===== src/ccef_map.svh =====
`ifndef CCEF_MAP_SVH
`define CCEF_MAP_SVH

// register offsets
`define CCEF_OFS_ERR        8'h00
`define CCEF_OFS_CTRL       8'h01
`define CCEF_OFS_IRQ_STAT   8'h02
`define CCEF_OFS_IRQ_MASK   8'h03
`define CCEF_OFS_COLL_POS   8'h04

// error flag bit positions
`define CCEF_BIT_NVM        7
`define CCEF_BIT_FWMIS      6
`define CCEF_BIT_OVF        5
`define CCEF_BIT_SHORT      4
`define CCEF_BIT_EMPTY      3
`define CCEF_BIT_COLL       2
`define CCEF_BIT_PROT       1
`define CCEF_BIT_INTEG      0

// control register bit positions
`define CCEF_CTRL_COLL_ERR  0
`define CCEF_CTRL_MULTI     1
`define CCEF_CTRL_EMD       2

// flags that feed the error summary
`define CCEF_ERR_SUM_MASK   8'h6b
// flags cleared at start of reception
`define CCEF_RX_CLR_MASK    8'h17

// reset values
`define CCEF_RST_ERR        8'h00
`define CCEF_RST_CTRL       8'h00
`define CCEF_RST_MASK       8'h00

// transceiver state codes
`define CCEF_CS_IDLE        3'h0
`define CCEF_CS_TXWAIT      3'h1
`define CCEF_CS_TX          3'h3
`define CCEF_CS_RXWAIT      3'h5
`define CCEF_CS_WAITDATA    3'h6
`define CCEF_CS_RECEIVING   3'h7

// command kinds
`define CCEF_CMD_OTHER      2'h0
`define CCEF_CMD_RECEIVE    2'h1
`define CCEF_CMD_TRANSCEIVE 2'h2

// frame length and collision position thresholds
`define CCEF_MIN_BITS       5'h04
`define CCEF_MIN_EMD_BYTES  2'h3
`define CCEF_COLL_POS_LIMIT 7'h40

`endif


===== src/ccef_pkg.sv =====
package ccef_pkg;

   typedef enum logic [1:0] {
      CCEF_RX_IDLE,
      CCEF_RX_FRAME,
      CCEF_RX_DRAIN
   } ccef_rx_state_t;

   typedef logic [7:0] ccef_byte_t;

endpackage


===== src/ccef_error_flags.sv =====
`timescale 1ns/1ps
`include "ccef_map.svh"

module ccef_error_flags
   import ccef_pkg::*;
(
   // clock and reset
   input  wire logic       mclk,
   input  wire logic       rst,
   // register port
   input  wire logic [7:0] reg_addr,
   input  wire logic [7:0] reg_wdata,
   input  wire logic       reg_wr,
   input  wire logic       reg_rd,
   output logic [7:0]      reg_rdata,
   // command sequencer
   input  wire logic       cmd_start,
   input  wire logic [1:0] cmd_kind,
   input  wire logic       auth_active,
   input  wire logic [2:0] com_state,
   input  wire logic       crc_tx_phase,
   input  wire logic       tx_request,
   input  wire logic       frame_flags_written,
   // memory controller
   input  wire logic       nvm_cmd_done,
   input  wire logic       nvm_cmd_failed,
   // host FIFO write path
   input  wire logic       host_fifo_wr,
   input  wire logic [7:0] host_fifo_data,
   input  wire logic       fifo_full,
   input  wire logic       fifo_empty,
   input  wire logic       fifo_flush,
   output logic            host_fifo_we,
   output logic [7:0]      host_fifo_wd,
   // receive decoder
   input  wire logic       rx_sof,
   input  wire logic       rx_bit,
   input  wire logic       rx_byte,
   input  wire logic [7:0] rx_byte_data,
   input  wire logic       rx_frame_end,
   input  wire logic       rx_coll,
   input  wire logic       rx_coll_in_eof,
   input  wire logic [6:0] rx_coll_pos,
   input  wire logic       rx_stop_err,
   input  wire logic       rx_sof_err,
   input  wire logic       rx_count_err,
   input  wire logic       rx_parity_err,
   input  wire logic       rx_crc_err,
   // receive side results
   output logic            rx_fifo_we,
   output logic [7:0]      rx_fifo_wd,
   output logic            receive_done_irq,
   output logic            receive_decoder_rearm,
   output logic            receive_decoder_halt,
   // interrupts
   output logic            error_summary_irq,
   output logic            irq
);

   ccef_byte_t      err_r;
   ccef_byte_t      err_nxt;
   ccef_byte_t      err_prev_r;
   ccef_byte_t      ctrl_r;
   ccef_byte_t      irq_stat_r;
   ccef_byte_t      irq_mask_r;
   ccef_byte_t      coll_pos_r;
   ccef_byte_t      rdata_r;
   ccef_byte_t      hold_r [0:2];
   logic [1:0]      hold_cnt_r;
   logic [1:0]      byte_cnt_r;
   logic [4:0]      bit_cnt_r;
   ccef_rx_state_t  rx_state_r;
   logic            xcv_pending_r;
   logic            multi_clear_pending_r;
   logic [2:0]      com_state_prev_r;
   logic            host_we_r;
   ccef_byte_t      host_wd_r;
   logic            rx_we_r;
   ccef_byte_t      rx_wd_r;
   logic            rx_done_r;
   logic            rearm_r;
   logic            halt_r;
   logic            err_irq_r;
   logic            irq_r;

   logic            wr_err;
   logic            wr_ctrl;
   logic            wr_irq_stat;
   logic            wr_irq_mask;
   logic            rx_clear;
   logic            host_misuse;
   logic            any_write;
   logic            write_blocked;
   logic            prot_event;
   logic            integ_event;
   logic            coll_event;
   logic            frame_short;
   logic            frame_emd_short;
   logic            rx_push_req;
   logic            release_one;
   logic [1:0]      keep_cnt;

   function automatic logic addr_hit(input logic [7:0] a, input logic [7:0] ofs);
      addr_hit = (a == ofs);
   endfunction

   function automatic logic in_receive_state(input logic [2:0] cs);
      in_receive_state = (cs == `CCEF_CS_RXWAIT) || (cs == `CCEF_CS_WAITDATA) ||
                         (cs == `CCEF_CS_RECEIVING);
   endfunction

   // register decode; the error register is read only
   assign wr_err      = reg_wr && addr_hit(reg_addr, `CCEF_OFS_ERR);
   assign wr_ctrl     = reg_wr && addr_hit(reg_addr, `CCEF_OFS_CTRL);
   assign wr_irq_stat = reg_wr && addr_hit(reg_addr, `CCEF_OFS_IRQ_STAT);
   assign wr_irq_mask = reg_wr && addr_hit(reg_addr, `CCEF_OFS_IRQ_MASK);

   // receive flags clear on a receive start or on entering wait-for-data of a transceive
   assign rx_clear = (cmd_start && (cmd_kind == `CCEF_CMD_RECEIVE)) ||
                     (xcv_pending_r && (com_state == `CCEF_CS_WAITDATA) &&
                      (com_state_prev_r != `CCEF_CS_WAITDATA));

   assign host_misuse = host_fifo_wr &&
                        (crc_tx_phase || in_receive_state(com_state) || auth_active);

   assign rx_push_req   = (rx_state_r != CCEF_RX_IDLE) && release_one;
   assign any_write     = (host_fifo_wr && !host_misuse) || rx_push_req;
   assign write_blocked = fifo_full || err_r[`CCEF_BIT_OVF];

   assign prot_event  = (rx_state_r == CCEF_RX_FRAME) &&
                        (rx_stop_err || rx_sof_err || rx_count_err);
   assign coll_event  = (rx_state_r == CCEF_RX_FRAME) && rx_coll && !rx_coll_in_eof;
   assign integ_event = (rx_state_r == CCEF_RX_FRAME) &&
                        (rx_parity_err || rx_crc_err ||
                         (coll_event && ctrl_r[`CCEF_CTRL_COLL_ERR]));

   assign frame_short     = (bit_cnt_r < `CCEF_MIN_BITS);
   assign frame_emd_short = ctrl_r[`CCEF_CTRL_EMD] && (byte_cnt_r < `CCEF_MIN_EMD_BYTES);

   // with suppression on, two bytes stay held until the third proves the frame long enough
   assign keep_cnt    = (ctrl_r[`CCEF_CTRL_EMD] && (byte_cnt_r < `CCEF_MIN_EMD_BYTES)) ?
                        2'h2 : 2'h1;
   assign release_one = (rx_state_r == CCEF_RX_DRAIN) ? (hold_cnt_r != 2'h0) :
                        (hold_cnt_r > keep_cnt);

   // error flags: every set wins over a clear in the same cycle
   always_comb begin
      err_nxt = err_r;
      if (nvm_cmd_done) begin
         err_nxt[`CCEF_BIT_NVM] = nvm_cmd_failed;
      end
      if (cmd_start && !ctrl_r[`CCEF_CTRL_MULTI]) begin
         err_nxt[`CCEF_BIT_FWMIS] = 1'b0;
      end
      if (multi_clear_pending_r && frame_flags_written) begin
         err_nxt[`CCEF_BIT_FWMIS] = 1'b0;
      end
      if (cmd_start || fifo_flush) begin
         err_nxt[`CCEF_BIT_EMPTY] = 1'b0;
      end
      if (fifo_flush) begin
         err_nxt[`CCEF_BIT_OVF] = 1'b0;
      end
      if (rx_clear) begin
         err_nxt = err_nxt & ~`CCEF_RX_CLR_MASK;
      end
      if (host_misuse) begin
         err_nxt[`CCEF_BIT_FWMIS] = 1'b1;
      end
      if (any_write && fifo_full) begin
         err_nxt[`CCEF_BIT_OVF] = 1'b1;
      end
      if ((rx_state_r == CCEF_RX_FRAME) && rx_frame_end && frame_short) begin
         err_nxt[`CCEF_BIT_SHORT] = 1'b1;
      end
      if (tx_request && fifo_empty) begin
         err_nxt[`CCEF_BIT_EMPTY] = 1'b1;
      end
      if (coll_event) begin
         err_nxt[`CCEF_BIT_COLL] = 1'b1;
      end
      if (prot_event) begin
         err_nxt[`CCEF_BIT_PROT] = 1'b1;
      end
      if (integ_event) begin
         err_nxt[`CCEF_BIT_INTEG] = 1'b1;
      end
   end

   // flags only move on their own events; reads never touch them
   always_ff @(posedge mclk) begin
      if (rst) begin
         err_r      <= `CCEF_RST_ERR;
         err_prev_r <= `CCEF_RST_ERR;
      end else begin
         err_r      <= err_nxt;
         err_prev_r <= err_r;
      end
   end

   // software controls
   always_ff @(posedge mclk) begin
      if (rst) begin
         ctrl_r     <= `CCEF_RST_CTRL;
         irq_mask_r <= `CCEF_RST_MASK;
      end else begin
         if (wr_ctrl) begin
            ctrl_r <= reg_wdata & 8'h07;
         end
         if (wr_irq_mask) begin
            irq_mask_r <= reg_wdata;
         end
      end
   end

   // sticky interrupt status: rising flag sets, write-one clears, set wins
   always_ff @(posedge mclk) begin
      if (rst) begin
         irq_stat_r <= 8'h00;
      end else begin
         irq_stat_r <= (irq_stat_r & ~(wr_irq_stat ? reg_wdata : 8'h00)) |
                       (err_r & ~err_prev_r);
      end
   end

   always_ff @(posedge mclk) begin
      if (rst) begin
         irq_r     <= 1'b0;
         err_irq_r <= 1'b0;
      end else begin
         irq_r     <= |(irq_stat_r & irq_mask_r);
         err_irq_r <= |(err_nxt & `CCEF_ERR_SUM_MASK);
      end
   end

   // transceive tracking and deferred misuse clear
   always_ff @(posedge mclk) begin
      if (rst) begin
         xcv_pending_r         <= 1'b0;
         multi_clear_pending_r <= 1'b0;
         com_state_prev_r      <= `CCEF_CS_IDLE;
      end else begin
         com_state_prev_r <= com_state;
         if (cmd_start) begin
            xcv_pending_r <= (cmd_kind == `CCEF_CMD_TRANSCEIVE);
         end else if (rx_clear) begin
            xcv_pending_r <= 1'b0;
         end
         if (cmd_start && ctrl_r[`CCEF_CTRL_MULTI]) begin
            multi_clear_pending_r <= 1'b1;
         end else if (frame_flags_written) begin
            multi_clear_pending_r <= 1'b0;
         end
      end
   end

   // first collision position, valid only inside the first eight bytes
   always_ff @(posedge mclk) begin
      if (rst) begin
         coll_pos_r <= 8'h00;
      end else if (coll_event && (!err_r[`CCEF_BIT_COLL] || rx_clear)) begin
         coll_pos_r <= {(rx_coll_pos < `CCEF_COLL_POS_LIMIT), rx_coll_pos};
      end else if (rx_clear) begin
         coll_pos_r <= 8'h00;
      end
   end

   // host FIFO write forwarding
   always_ff @(posedge mclk) begin
      if (rst) begin
         host_we_r <= 1'b0;
         host_wd_r <= 8'h00;
      end else begin
         host_we_r <= host_fifo_wr && !host_misuse && !write_blocked;
         host_wd_r <= host_fifo_data;
      end
   end

   // frame sequencing
   always_ff @(posedge mclk) begin
      if (rst) begin
         rx_state_r <= CCEF_RX_IDLE;
         bit_cnt_r  <= 5'h00;
         byte_cnt_r <= 2'h0;
         rx_done_r  <= 1'b0;
         rearm_r    <= 1'b0;
         halt_r     <= 1'b0;
      end else begin
         rx_done_r <= 1'b0;
         rearm_r   <= 1'b0;
         halt_r    <= 1'b0;
         unique case (rx_state_r)
            CCEF_RX_IDLE: begin
               if (rx_sof) begin
                  rx_state_r <= CCEF_RX_FRAME;
                  bit_cnt_r  <= 5'h00;
                  byte_cnt_r <= 2'h0;
               end
            end
            CCEF_RX_FRAME: begin
               if (rx_bit && (bit_cnt_r != 5'h1f)) begin
                  bit_cnt_r <= bit_cnt_r + 5'h01;
               end
               if (rx_byte && (byte_cnt_r != 2'h3)) begin
                  byte_cnt_r <= byte_cnt_r + 2'h1;
               end
               if (prot_event) begin
                  halt_r     <= 1'b1;
                  rx_state_r <= CCEF_RX_DRAIN;
               end else if (rx_frame_end) begin
                  if (frame_short || frame_emd_short) begin
                     rearm_r    <= 1'b1;
                     rx_state_r <= CCEF_RX_IDLE;
                  end else begin
                     rx_done_r  <= 1'b1;
                     rx_state_r <= CCEF_RX_DRAIN;
                  end
               end
            end
            CCEF_RX_DRAIN: begin
               if (hold_cnt_r <= 2'h1) begin
                  rx_state_r <= CCEF_RX_IDLE;
               end
            end
         endcase
      end
   end

   // received bytes wait in a short hold queue so a failed frame can be withheld
   always_ff @(posedge mclk) begin
      if (rst) begin
         hold_cnt_r <= 2'h0;
         hold_r[0]  <= 8'h00;
         hold_r[1]  <= 8'h00;
         hold_r[2]  <= 8'h00;
         rx_we_r    <= 1'b0;
         rx_wd_r    <= 8'h00;
      end else begin
         rx_we_r <= rx_push_req && !write_blocked;
         rx_wd_r <= hold_r[0];
         // shift first so that a byte stored in the same cycle is not overwritten
         if (release_one && !(prot_event && (hold_cnt_r == 2'h1))) begin
            hold_r[0] <= hold_r[1];
            hold_r[1] <= hold_r[2];
         end
         if ((rx_state_r == CCEF_RX_IDLE) || ((rx_state_r == CCEF_RX_FRAME) &&
             rx_frame_end && !prot_event && (frame_short || frame_emd_short))) begin
            hold_cnt_r <= 2'h0;
         end else if (prot_event) begin
            hold_cnt_r <= (hold_cnt_r > {1'b0, release_one}) ?
                          hold_cnt_r - {1'b0, release_one} - 2'h1 : 2'h0;
         end else if ((rx_state_r == CCEF_RX_FRAME) && rx_byte && (hold_cnt_r != 2'h3)) begin
            hold_r[hold_cnt_r - (release_one ? 2'h1 : 2'h0)] <= rx_byte_data;
            hold_cnt_r <= hold_cnt_r + (release_one ? 2'h0 : 2'h1);
         end else if (release_one) begin
            hold_cnt_r <= hold_cnt_r - 2'h1;
         end
      end
   end

   // read data one cycle after the strobe; unmapped reads return zero
   always_ff @(posedge mclk) begin
      if (rst) begin
         rdata_r <= 8'h00;
      end else if (reg_rd) begin
         unique case (1'b1)
            addr_hit(reg_addr, `CCEF_OFS_ERR):      rdata_r <= err_r;
            addr_hit(reg_addr, `CCEF_OFS_CTRL):     rdata_r <= ctrl_r;
            addr_hit(reg_addr, `CCEF_OFS_IRQ_STAT): rdata_r <= irq_stat_r;
            addr_hit(reg_addr, `CCEF_OFS_IRQ_MASK): rdata_r <= irq_mask_r;
            addr_hit(reg_addr, `CCEF_OFS_COLL_POS): rdata_r <= coll_pos_r;
            default:                                rdata_r <= 8'h00;
         endcase
      end else begin
         rdata_r <= 8'h00;
      end
   end

   assign reg_rdata             = rdata_r;
   assign host_fifo_we          = host_we_r;
   assign host_fifo_wd          = host_wd_r;
   assign rx_fifo_we            = rx_we_r;
   assign rx_fifo_wd            = rx_wd_r;
   assign receive_done_irq      = rx_done_r;
   assign receive_decoder_rearm = rearm_r;
   assign receive_decoder_halt  = halt_r;
   assign error_summary_irq     = err_irq_r;
   assign irq                   = irq_r;

endmodule // ccef_error_flags


===== config.mk =====
export PLATFORM = sky130hd
export DESIGN_NAME = ccef_error_flags
export DESIGN_NICKNAME = d
export VERILOG_FILES = /design/src/ccef_pkg.sv /design/src/ccef_error_flags.sv
export VERILOG_INCLUDE_DIRS = /design/src
export SDC_FILE = /design/constraint.sdc
export NUM_CORES = 1
export LEC_CHECK = 0
export ABC_AREA = 1
export BUFFER_PORTS_ARGS = -buffer_cell sky130_fd_sc_hd__buf_2
export CORE_UTILIZATION = 55
export DETAILED_ROUTE_END_ITERATION = 10
export PLACE_DENSITY_LB_ADDON = 0.15
export SLEW_MARGIN = 40
export SYNTH_ARGS = -nofsm -noshare
export SYNTH_HDL_FRONTEND = slang
export SYNTH_SLANG_ARGS = --single-unit

===== constraint.sdc =====
create_clock -name mclk -period 3.3 [get_ports mclk]
set_input_delay 0.825 -clock mclk [delete_from_list [all_inputs] [get_ports mclk]]
set_output_delay 0.825 -clock mclk [all_outputs]
set_load 0.01 [all_outputs]

==> reports/results.txt, run 1 <==
Clk_lat worst skew: 0.51 ns
Adder-Cell Fraction of Synth Area: 0.0333
# nets final: 875
Synth Area in XOR/XNOR: 0.00333
Avg Vias per Cell: 5.09
Row count: 35
Simple-Gate Fraction of Synth Area: 0.330
Main combinational cell family by area after synthesis: simple AND/OR/NAND/NOR gates
Cell leakage power: 3.15 nW
Cell Pwr Density: 695 nW/µm²
Worst hold margin: 0.427 ns
Root Buffer: clkbuf_8
Crit end category: flip-flop
Slew HR: 0.587
Cell area after synthesis: 5260 µm²
Crit path max-delay cell type: ha_1
I/O pin count: 101
Most common cell on crit path: nand2_1
Cts bufs inserted: 17
Synth top area cells: dfxtp_1 34%, edfxtp_1 14%, nand2_1 11%
Final worst path period share: 0.863
CP delay by family, top: simple AND/OR/NAND/NOR gates
GRT Util Overall: 0.262
Area Overhead vs Synth: 22.3%
Post-synthesis cell type count: 37
Clock slew at reported path FFs: 0.06 ns
Status: finished, final reports clean
Share of cells above drive strength 1: 0.199
First-pass DRT Iterations: 5
Leading area contributor after synthesis: dfxtp_1
Final setup viols: 0
RSZ-0062 raised after global routing: false
GP Congestion: 0.834
Commonest non-fill, non-tap cell in the layout: nand2_1
Htree depth: 4
Die Width: 99.8 µm
Die height: 99.8 µm
Max_cap viols: 0
Hold WC Path Type: reg2reg
Most frequent cells in the layout: 149 x nand2_1, 111 x nor2_1, 100 x buf_2, 99 x inv_1, 90 x dfxtp_1
TNS Setup: 0 ns
Hpwl dp: 8.71 mm
Die ar.: 9950 µm²
N_diodes: 0
Startpoint type of the worst setup path: flip-flop
Clk sinks: 114
Sequential area share after synthesis: 0.480
CTS tree: done
Initial core utilization: 0.569
Initial DRC Count: 193
Critical path class: reg2reg
Worst vdd ir: 0.000431 V
Hold_buf cts: 0
Vias after detailed routing: 4746
Arrival @ worst endpoint: 3.03 ns
Synthesized instance count: 687
Post-route DRC: 0
Post-CTS setup buffers: 0
Ys Warns: 0
Design Power: 4.47 mW
Slew Viols, Final: 0
Achievable frequency: 351 MHz
Worst Skew: 0.00872 ns
Synth Area in Compound Gates: 0.0595
Top cell type's share of synthesized area: 0.343
Via count of the first global-routing pass: 4507
First-pass GRT wire length: 20.5 mm
Clock buffer depth: 2
GR Overflow Total: 0
Initial antenna violation count: 0
Hold Vio Cnt, Final: 0
Buf/Inv on CP: 2
Tightest Pin Transition: 0.617 ns
Port Buffers: 100
CP Cell Sequence: ha_1 -> inv_1 -> nand2_1 -> ha_1 -> nand2_1 -> nand2_1 -> nand2_1 -> nand2_1 -> ha_1 -> inv_1 -> nor2_2 -> nand3_4 -> nand2_1
Per-cell routed wire length: 13.0 µm
Proportion of synthesized area in mux cells: 0
Largest net degree at the start of global routing: 47
Crit Path Max Fanout: 10
FF+latch count, synth: 114
Minimum clock period: 2.85 ns
Syn Nets: 771
Critical path data required time: 3.48 ns
CP max stage delay: 0.36 ns
Resize count post-CTS: 0
Final WL: 12.1 mm
Routed Antenna Nets: 0
Syn Area/Cell: 7.65 µm²
Core area: 9240 µm²
## cell usage after synthesis (all sizes together)
master,number
o21ai,10
xor2,1
xnor2,1
edfxtp,24
a211oi,1
a21boi,1
ha,14
nor2,118
nand4,25
and3,1
clkinv,1
nand3,64
nand2,153
o22ai,8
inv,102
a21oi,28
clkbuf,4
buf,16
a221oi,2
nor3,14
o32ai,1
or2,1
o211a,2
dfxtp,90
o21bai,1
nand3b,4
## power breakdown
part | leakage (nW) | total, mW | internal, mW | switching [mW]
logic | 1.89 | 1.00 | 0.329 | 0.676
registers | 0.984 | 1.72 | 1.63 | 0.0917
clock network | 0.280 | 1.74 | 1.07 | 0.673
total | 3.15 | 4.47 | 3.03 | 1.44
## cell type report
cell class,instances,area (µm²)
Sequential cell,114,2520
Inverter,103,387
Timing Repair Buffer,105,538
Tap cell,129,161
Clock buffer,21,494
Fill cell,785,2810
Multi-Input combinational cell,450,2240
Clock inverter,11,88.8
## worst register-to-register path, delay by kind of cell, from the launching register on
family,cells,cell delay [ns]
simple gates,8,1.20
fa+ha+maj,3,0.86
flops,1,0.33
buf+inv,2,0.12
## path summary, 6_finish.rpt
| check | startpoint | endpoint | slack (ns) | cells after the start |
|---|---|---|---|---|
| max | byte_cnt_r[0] | hold_r[0][5] | 0.45 | 13 |
| min | err_prev_r[1] | irq_stat_r[1] | 0.43 | 1 |
| min reg2reg | err_prev_r[1] | irq_stat_r[1] | 0.43 | 1 |
| max reg2reg | byte_cnt_r[0] | hold_r[0][5] | 0.45 | 13 |
## cell families (layout without fill, tap and decap cells)
logic type	after synthesis	after routing
buffers and inverters	123	240
AO/OA/AOI/OAI	54	54
AND/OR/NAND/NOR	380	380
XOR/XNOR	2	2
flip-flops	114	114
adder cells (fa/ha/maj)	14	14
## metal layers
metal,wire [µm],up-vias,share of wire,track usage
met5,0,-,0,0
met4,227,0,0.019,0.104
met3,634,22,0.052,0.0527
met2,6070,153,0.50,0.457
met1,5210,2159,0.43,0.317
li1,-,2412,-,-
## sequential cells by signal, summed over array words and instances (netlist names), 2 cells and up
name	count
err_prev_r	8
ctrl_r	3
irq_stat_r	8
com_state_prev_r	3
host_fifo_wd	8
reg_rdata	8
bit_cnt_r	5
hold_cnt_r	2
coll_pos_r	8
err_r	8
byte_cnt_r	2
rx_state_r	2
hold_r	24
irq_mask_r	8
rx_fifo_wd	8
## metrics by stage
| stage | cell area (µm²) | setup slack [ns] | cells | util |
|---|---|---|---|---|
| floorplan | 5260 | 0.544 | 687 | - |
| global placement | 5850 | 0.616 | 901 | 0.633 |
| detailed placement | 5850 | 0.506 | 901 | 0.633 |
| CTS | 6430 | 0.460 | 933 | 0.696 |
| global route | 6430 | 0.221 | 933 | 0.696 |
| finish | 6430 | 0.454 | 933 | 0.696 |
(Power assumes the default switching activity.)
==> run 2: changes to the inputs <==
- CAP_MARGIN: not set -> 20
- CELL_PAD_IN_SITES_DETAIL_PLACEMENT: not set -> 1
- CELL_PAD_IN_SITES_GLOBAL_PLACEMENT: not set -> 1
- CORE_UTILIZATION: 55 -> 40
==> reports/results.txt, run 2 (synthesis gave the netlist of run 1 again) <==
Cell Pwr Density: 689 nW/µm²
Final setup viols: 0
Hold_buf cts: 0
First-pass DRT Iterations: 5
Achievable frequency: 341 MHz
Core area: 12700 µm²
Commonest non-fill, non-tap cell in the layout: nand2_1
RSZ-0062 raised after global routing: false
Hold Vio Cnt, Final: 0
Port Buffers: 100
Cts bufs inserted: 17
Root Buffer: clkbuf_16
# nets final: 877
GR Overflow Total: 0
Tightest Pin Transition: 0.602 ns
Area Overhead vs Synth: 23.1%
Status: finished, final reports clean
Die ar.: 13600 µm²
Resize count post-CTS: 0
Reg2reg start: byte_cnt_r[0]
Critical path data required time: 3.38 ns
Vias after detailed routing: 4772
Critical path class: reg2reg
Worst Skew: 0.00799 ns
Slew Viols, Final: 0
Worst setup startpoint: byte_cnt_r[0]
Minimum clock period: 2.93 ns
CTS tree: done
Worst r2r dst: hold_r[0][3]
Startpoint type of the worst setup path: flip-flop
Post-route DRC: 0
Worst hold path depth: 1
Clk sinks: 114
Crit Path Max Fanout: 10
R2r worst-path depth: 13
Via count of the first global-routing pass: 4840
Clk_lat worst skew: 0.41 ns
Routed Antenna Nets: 0
Slew HR: 0.597
Post-CTS setup buffers: 0
TNS Setup: 0 ns
Hold WC Path Type: reg2reg
Per-cell routed wire length: 14.7 µm
Most flop-heavy register: hold_r
Worst vdd ir: 0.000424 V
I/O pin count: 101
Max_cap viols: 0
Worst R2R Setup Slack: 0.37 ns
Hold Startpoint: err_prev_r[0]
Max reg flops: 24
Most frequent cells in the layout: 149 x nand2_1, 111 x nor2_1, 100 x buf_2, 99 x inv_1, 90 x dfxtp_1
Crit end category: flip-flop
Share of cells above drive strength 1: 0.195
Avg Vias per Cell: 4.88
First-pass GRT wire length: 23.2 mm
Initial DRC Count: 218
Die height: 117 µm
Critical Path End: hold_r[0][3]
Clock buffer depth: 2
Cell leakage power: 3.16 nW
Htree depth: 4
Die Width: 117 µm
Hpwl dp: 11.0 mm
Clock slew at reported path FFs: 0.05 ns
Final WL: 14.4 mm
Initial core utilization: 0.413
GRT Util Overall: 0.224
Final worst path period share: 0.888
Arrival @ worst endpoint: 3.01 ns
Row count: 41
GP Congestion: 0.885
Layout Utilization: 0.509
Initial antenna violation count: 0
N_diodes: 0
Largest net degree at the start of global routing: 47
[run 2: changes by cell type in the layout (fill, tap and decap cells not counted), moves of 2 or more]
cell / delta
clkbuf_1: +4
clkbuf_8: +4
inv_6: -4
clkinv_2: +3
clkinv_4: -3
clkinvlp_4: -3
buf_4: +2
[run 2: per-layer routing]
| layer | track usage | share of wire | vias to the layer above |
|---|---|---|---|
| met5 | 0 | 0 | - |
| li1 | - | - | 2411 |
| met2 | 0.407 | 0.51 | 97 |
| met4 | 0.0700 | 0.012 | 0 |
| met3 | 0.0535 | 0.037 | 17 |
| met1 | 0.258 | 0.44 | 2247 |
[run 2: area by class of cell]
cell class	count	area, µm²
flip-flops and latches	114	2520
well taps	172	215
clock inverters	4	20.0
multi-input cells	450	2240
inverters	103	387
clock buffers	27	534
fillers	1631	6250
repair buffers	107	553
[run 2: through the flow]
step | power [mW] | cell area (µm²) | worst slack (ns) | hold WS, ns | cells
after floorplan | 2.46 | 5260 | 0.544 | 0.408 | 687
after global placement | 2.72 | 5920 | 0.598 | 0.412 | 946
after detailed placement | 2.79 | 5920 | 0.411 | 0.417 | 946
after CTS | 4.50 | 6470 | 0.354 | 0.425 | 977
after global routing | 4.70 | 6470 | 0.102 | 0.445 | 977
final | 4.45 | 6470 | 0.369 | 0.421 | 977
[run 2: how the worst min path moves through the flow]
stage	to	slack, ns
6_report	irq_stat_r[0]	0.42
4_1_cts	irq_stat_r[0]	0.42
2_1_floorplan	irq_stat_r[5]	0.41
3_5_place_dp	irq_stat_r[0]	0.42
3_3_place_gp	irq_stat_r[2]	0.41
5_1_grt	irq_stat_r[0]	0.44
[run 2: power breakdown]
group	leakage [nW]	switching, mW	internal, mW
Sequential	0.984	0.0935	1.63
Clock	0.278	0.600	1.09
Combinational	1.90	0.706	0.334
[run 2: critical path: stages, from the launching register on]
cell and delay [ns]:
dfxtp_1 0.32, ha_1 0.19, inv_1 0.07, nand2_1 0.09, ha_1 0.30, nand2_1 0.07
nand2_1 0.05, nand2_1 0.08, nand2_1 0.14, ha_1 0.37, inv_1 0.06, nor2_2 0.34
nand3_4 0.17, nand2_1 0.33
==> run 3: changes to the inputs <==
- ABC_AREA: 1 -> not set
- CORE_UTILIZATION: 40 -> 41
==> reports/results.txt, run 3 <==
Row count: 39
Critical path data required time: 3.47 ns
Leading area contributor after synthesis: dfxtp_1
Clk_lat worst skew: 0.42 ns
Synth Area in XOR/XNOR: 0.00540
Post-synth EDFFs: 24
Die ar.: 12300 µm²
Vias after detailed routing: 4001
Syn Nets: 583
Filler cell count in the final layout: 1348
Minimum clock period: 3.04 ns
Cts bufs inserted: 17
Post-route DRC: 20
Top-count cell post-synth: dfxtp_1
Area Overhead vs Synth: 25.9%
Most flop-heavy register: hold_r
Slew Viols, Final: 0
Cell Pwr Density: 571 nW/µm²
Worst R2R Setup Slack: 0.26 ns
Worst r2r dst: hold_r[0][0]
I/O pin count: 101
Cell Area, Placed: 5570 µm²
GR Overflow Total: 0
Most frequent cells after synthesis: 90 x dfxtp_1, 71 x nand2_1, 45 x nor2_1
Finished Cell Area: 6130 µm²
Root Buffer: clkbuf_16
Share of cells above drive strength 1: 0.258
Die Width: 111 µm
Synth top area cells: dfxtp_1 37%, edfxtp_1 15%, nor2b_1 5.5%
Per-cell routed wire length: 16.4 µm
Initial core utilization: 0.423
Largest net degree at the start of global routing: 57
FF+latch count, synth: 114
Inst Count DP: 736
Worst vdd ir: 0.000405 V
Final setup viols: 0
Initial DRC Count: 155
Slew HR: 0.458
Crit Path Max Fanout: 8
Comb pwr share: 0.085
Most frequent cells in the layout: 100 x buf_2, 90 x dfxtp_1, 70 x nand2_1, 45 x nor2_1, 43 x nor2b_1
Achievable frequency: 329 MHz
Top cell type's share of synthesized area: 0.370
Critical path class: reg2reg
Worst setup startpoint: byte_cnt_r[0]
Syn Area/Cell: 9.75 µm²
Htree depth: 4
Sw Ratio: 0.231
Cell area after synthesis: 4870 µm²
Arrival @ worst endpoint: 3.21 ns
Final WL: 12.6 mm
Status: finished with violations
First-pass GRT wire length: 20.4 mm
Main combinational cell family by area after synthesis: simple AND/OR/NAND/NOR gates
First-pass DRT Iterations: 8
Hpwl dp: 9.12 mm
Core area: 11500 µm²
Max reg flops: 24
GRT Util Overall: 0.216
Startpoint type of the worst setup path: flip-flop
Port Buffers: 100
Clock slew at reported path FFs: 0.05 ns
N_diodes: 0
Die height: 111 µm
Post-synthesis cell type count: 54
Net Sw Power: 0.806 mW
Clk sinks: 114
Final worst path period share: 0.922
Proportion of synthesized area in mux cells: 0.0391
Worst Skew: 0.00561 ns
Hold_buf cts: 0
Crit end category: flip-flop
Adder-Cell Fraction of Synth Area: 0.0360
Failing checks: design-rule violations
Initial antenna violation count: 0
TNS Setup: 0 ns
# nets final: 697
Reg2reg start: byte_cnt_r[0]
Routed Antenna Nets: 0
R2r worst-path depth: 11
FFs w/ async S/R, synth: 0
Hold WC Path Type: reg2reg
RSZ-0062 raised after global routing: false
Ys Warns: 0
Internal: 2.69 mW
Via count of the first global-routing pass: 4065
Sequential area share after synthesis: 0.518
Tightest Pin Transition: 0.813 ns
Avg Vias per Cell: 5.22
Hold Vio Cnt, Final: 0
Clk pwr share: 0.480
Simple-Gate Fraction of Synth Area: 0.257
Clock buffer depth: 2
Critical Path End: hold_r[0][0]
CTS tree: done
GP Congestion: 0.787
Fin cells: 767
Commonest non-fill, non-tap cell in the layout: buf_2
Sequential power share: 0.435
Synth Area in Compound Gates: 0.120
Cell leakage power: 2.54 nW
Synthesized instance count: 499
Max_cap viols: 0
Main synth FF type: dfxtp_1
run 3: cell types whose count changed after synthesis, sizes merged, moves of 19 or more:
cell   delta
nand4    -24
inv      -93
nand3    -45
nor2b    +43
nand2    -82
nor2     -73
mux2i    +19
run 3: cell families after synthesis:
group / count (synthesis)
simple gates: 230
flops: 114
compound gates: 91
buf+inv: 28
mux: 19
fa+ha+maj: 14
xor+xnor: 3
run 3: critical path: stages, from the launching register on:
cell and delay, ns:
dfxtp_1 0.33, ha_1 0.21, nand2b_1 0.22, ha_1 0.31, nor2b_1 0.14, o21ai_1 0.19, nand2_1 0.10, ha_1 0.42
or4b_1 0.52, buf_4 0.21, nand3_2 0.08, nand2_1 0.06
run 3: final cells by class:
cell class	count	area, µm²	area share
Clock buffer	24	482	0.0786
Clock inverter	6	57.6	0.00940
Inverter	9	33.8	0.00551
Multi-Input combinational cell	357	2250	0.367
Sequential cell	114	2520	0.412
Tap cell	143	179	0.0292
Timing Repair Buffer	114	606	0.0989
run 3: power groups by stage:
stage	logic [mW]	clock network, mW	registers, mW
2_1_floorplan	0.164	0	1.55
3_3_place_gp	0.282	0	1.55
3_5_place_dp	0.294	0	1.55
4_1_cts	0.297	1.72	1.52
5_1_grt	0.327	1.78	1.53
6_report	0.297	1.68	1.52
run 3: repair_timing:
item	4_1_cts	5_1_grt
gates resized for setup	0	3
buffers inserted	0	1
endpoints found under the setup margin	0	24
run 3: routing by layer:
| metal | part of all wire | GRT usage |
|---|---|---|
| met1 | 0.43 | 0.253 |
| met2 | 0.51 | 0.374 |
| met3 | 0.036 | 0.0525 |
| met4 | 0.020 | 0.0977 |
| met5 | 0 | 0 |
run 3: worst min-delay path by stage:
stage,from,to,cells past startpoint
global route,hold_r[0][0],rx_fifo_wd[0],1
finish,hold_r[0][7],rx_fifo_wd[7],1
floorplan,hold_r[0][0],rx_fifo_wd[0],1
CTS,hold_r[0][7],rx_fifo_wd[7],1
global placement,hold_r[0][2],rx_fifo_wd[2],1
detailed placement,hold_r[0][7],rx_fifo_wd[7],1
run 3: metrics by stage:
step	util	setup slack (ns)	power, mW	hold WS (ns)
after detailed placement	0.483	0.0785	1.84	0.441
final	0.532	0.257	3.50	0.446
after CTS	0.530	0.0846	3.53	0.452
after global placement	0.483	0.258	1.83	0.442
after floorplan	-	0.309	1.71	0.429
after global routing	0.532	0.0464	3.63	0.468
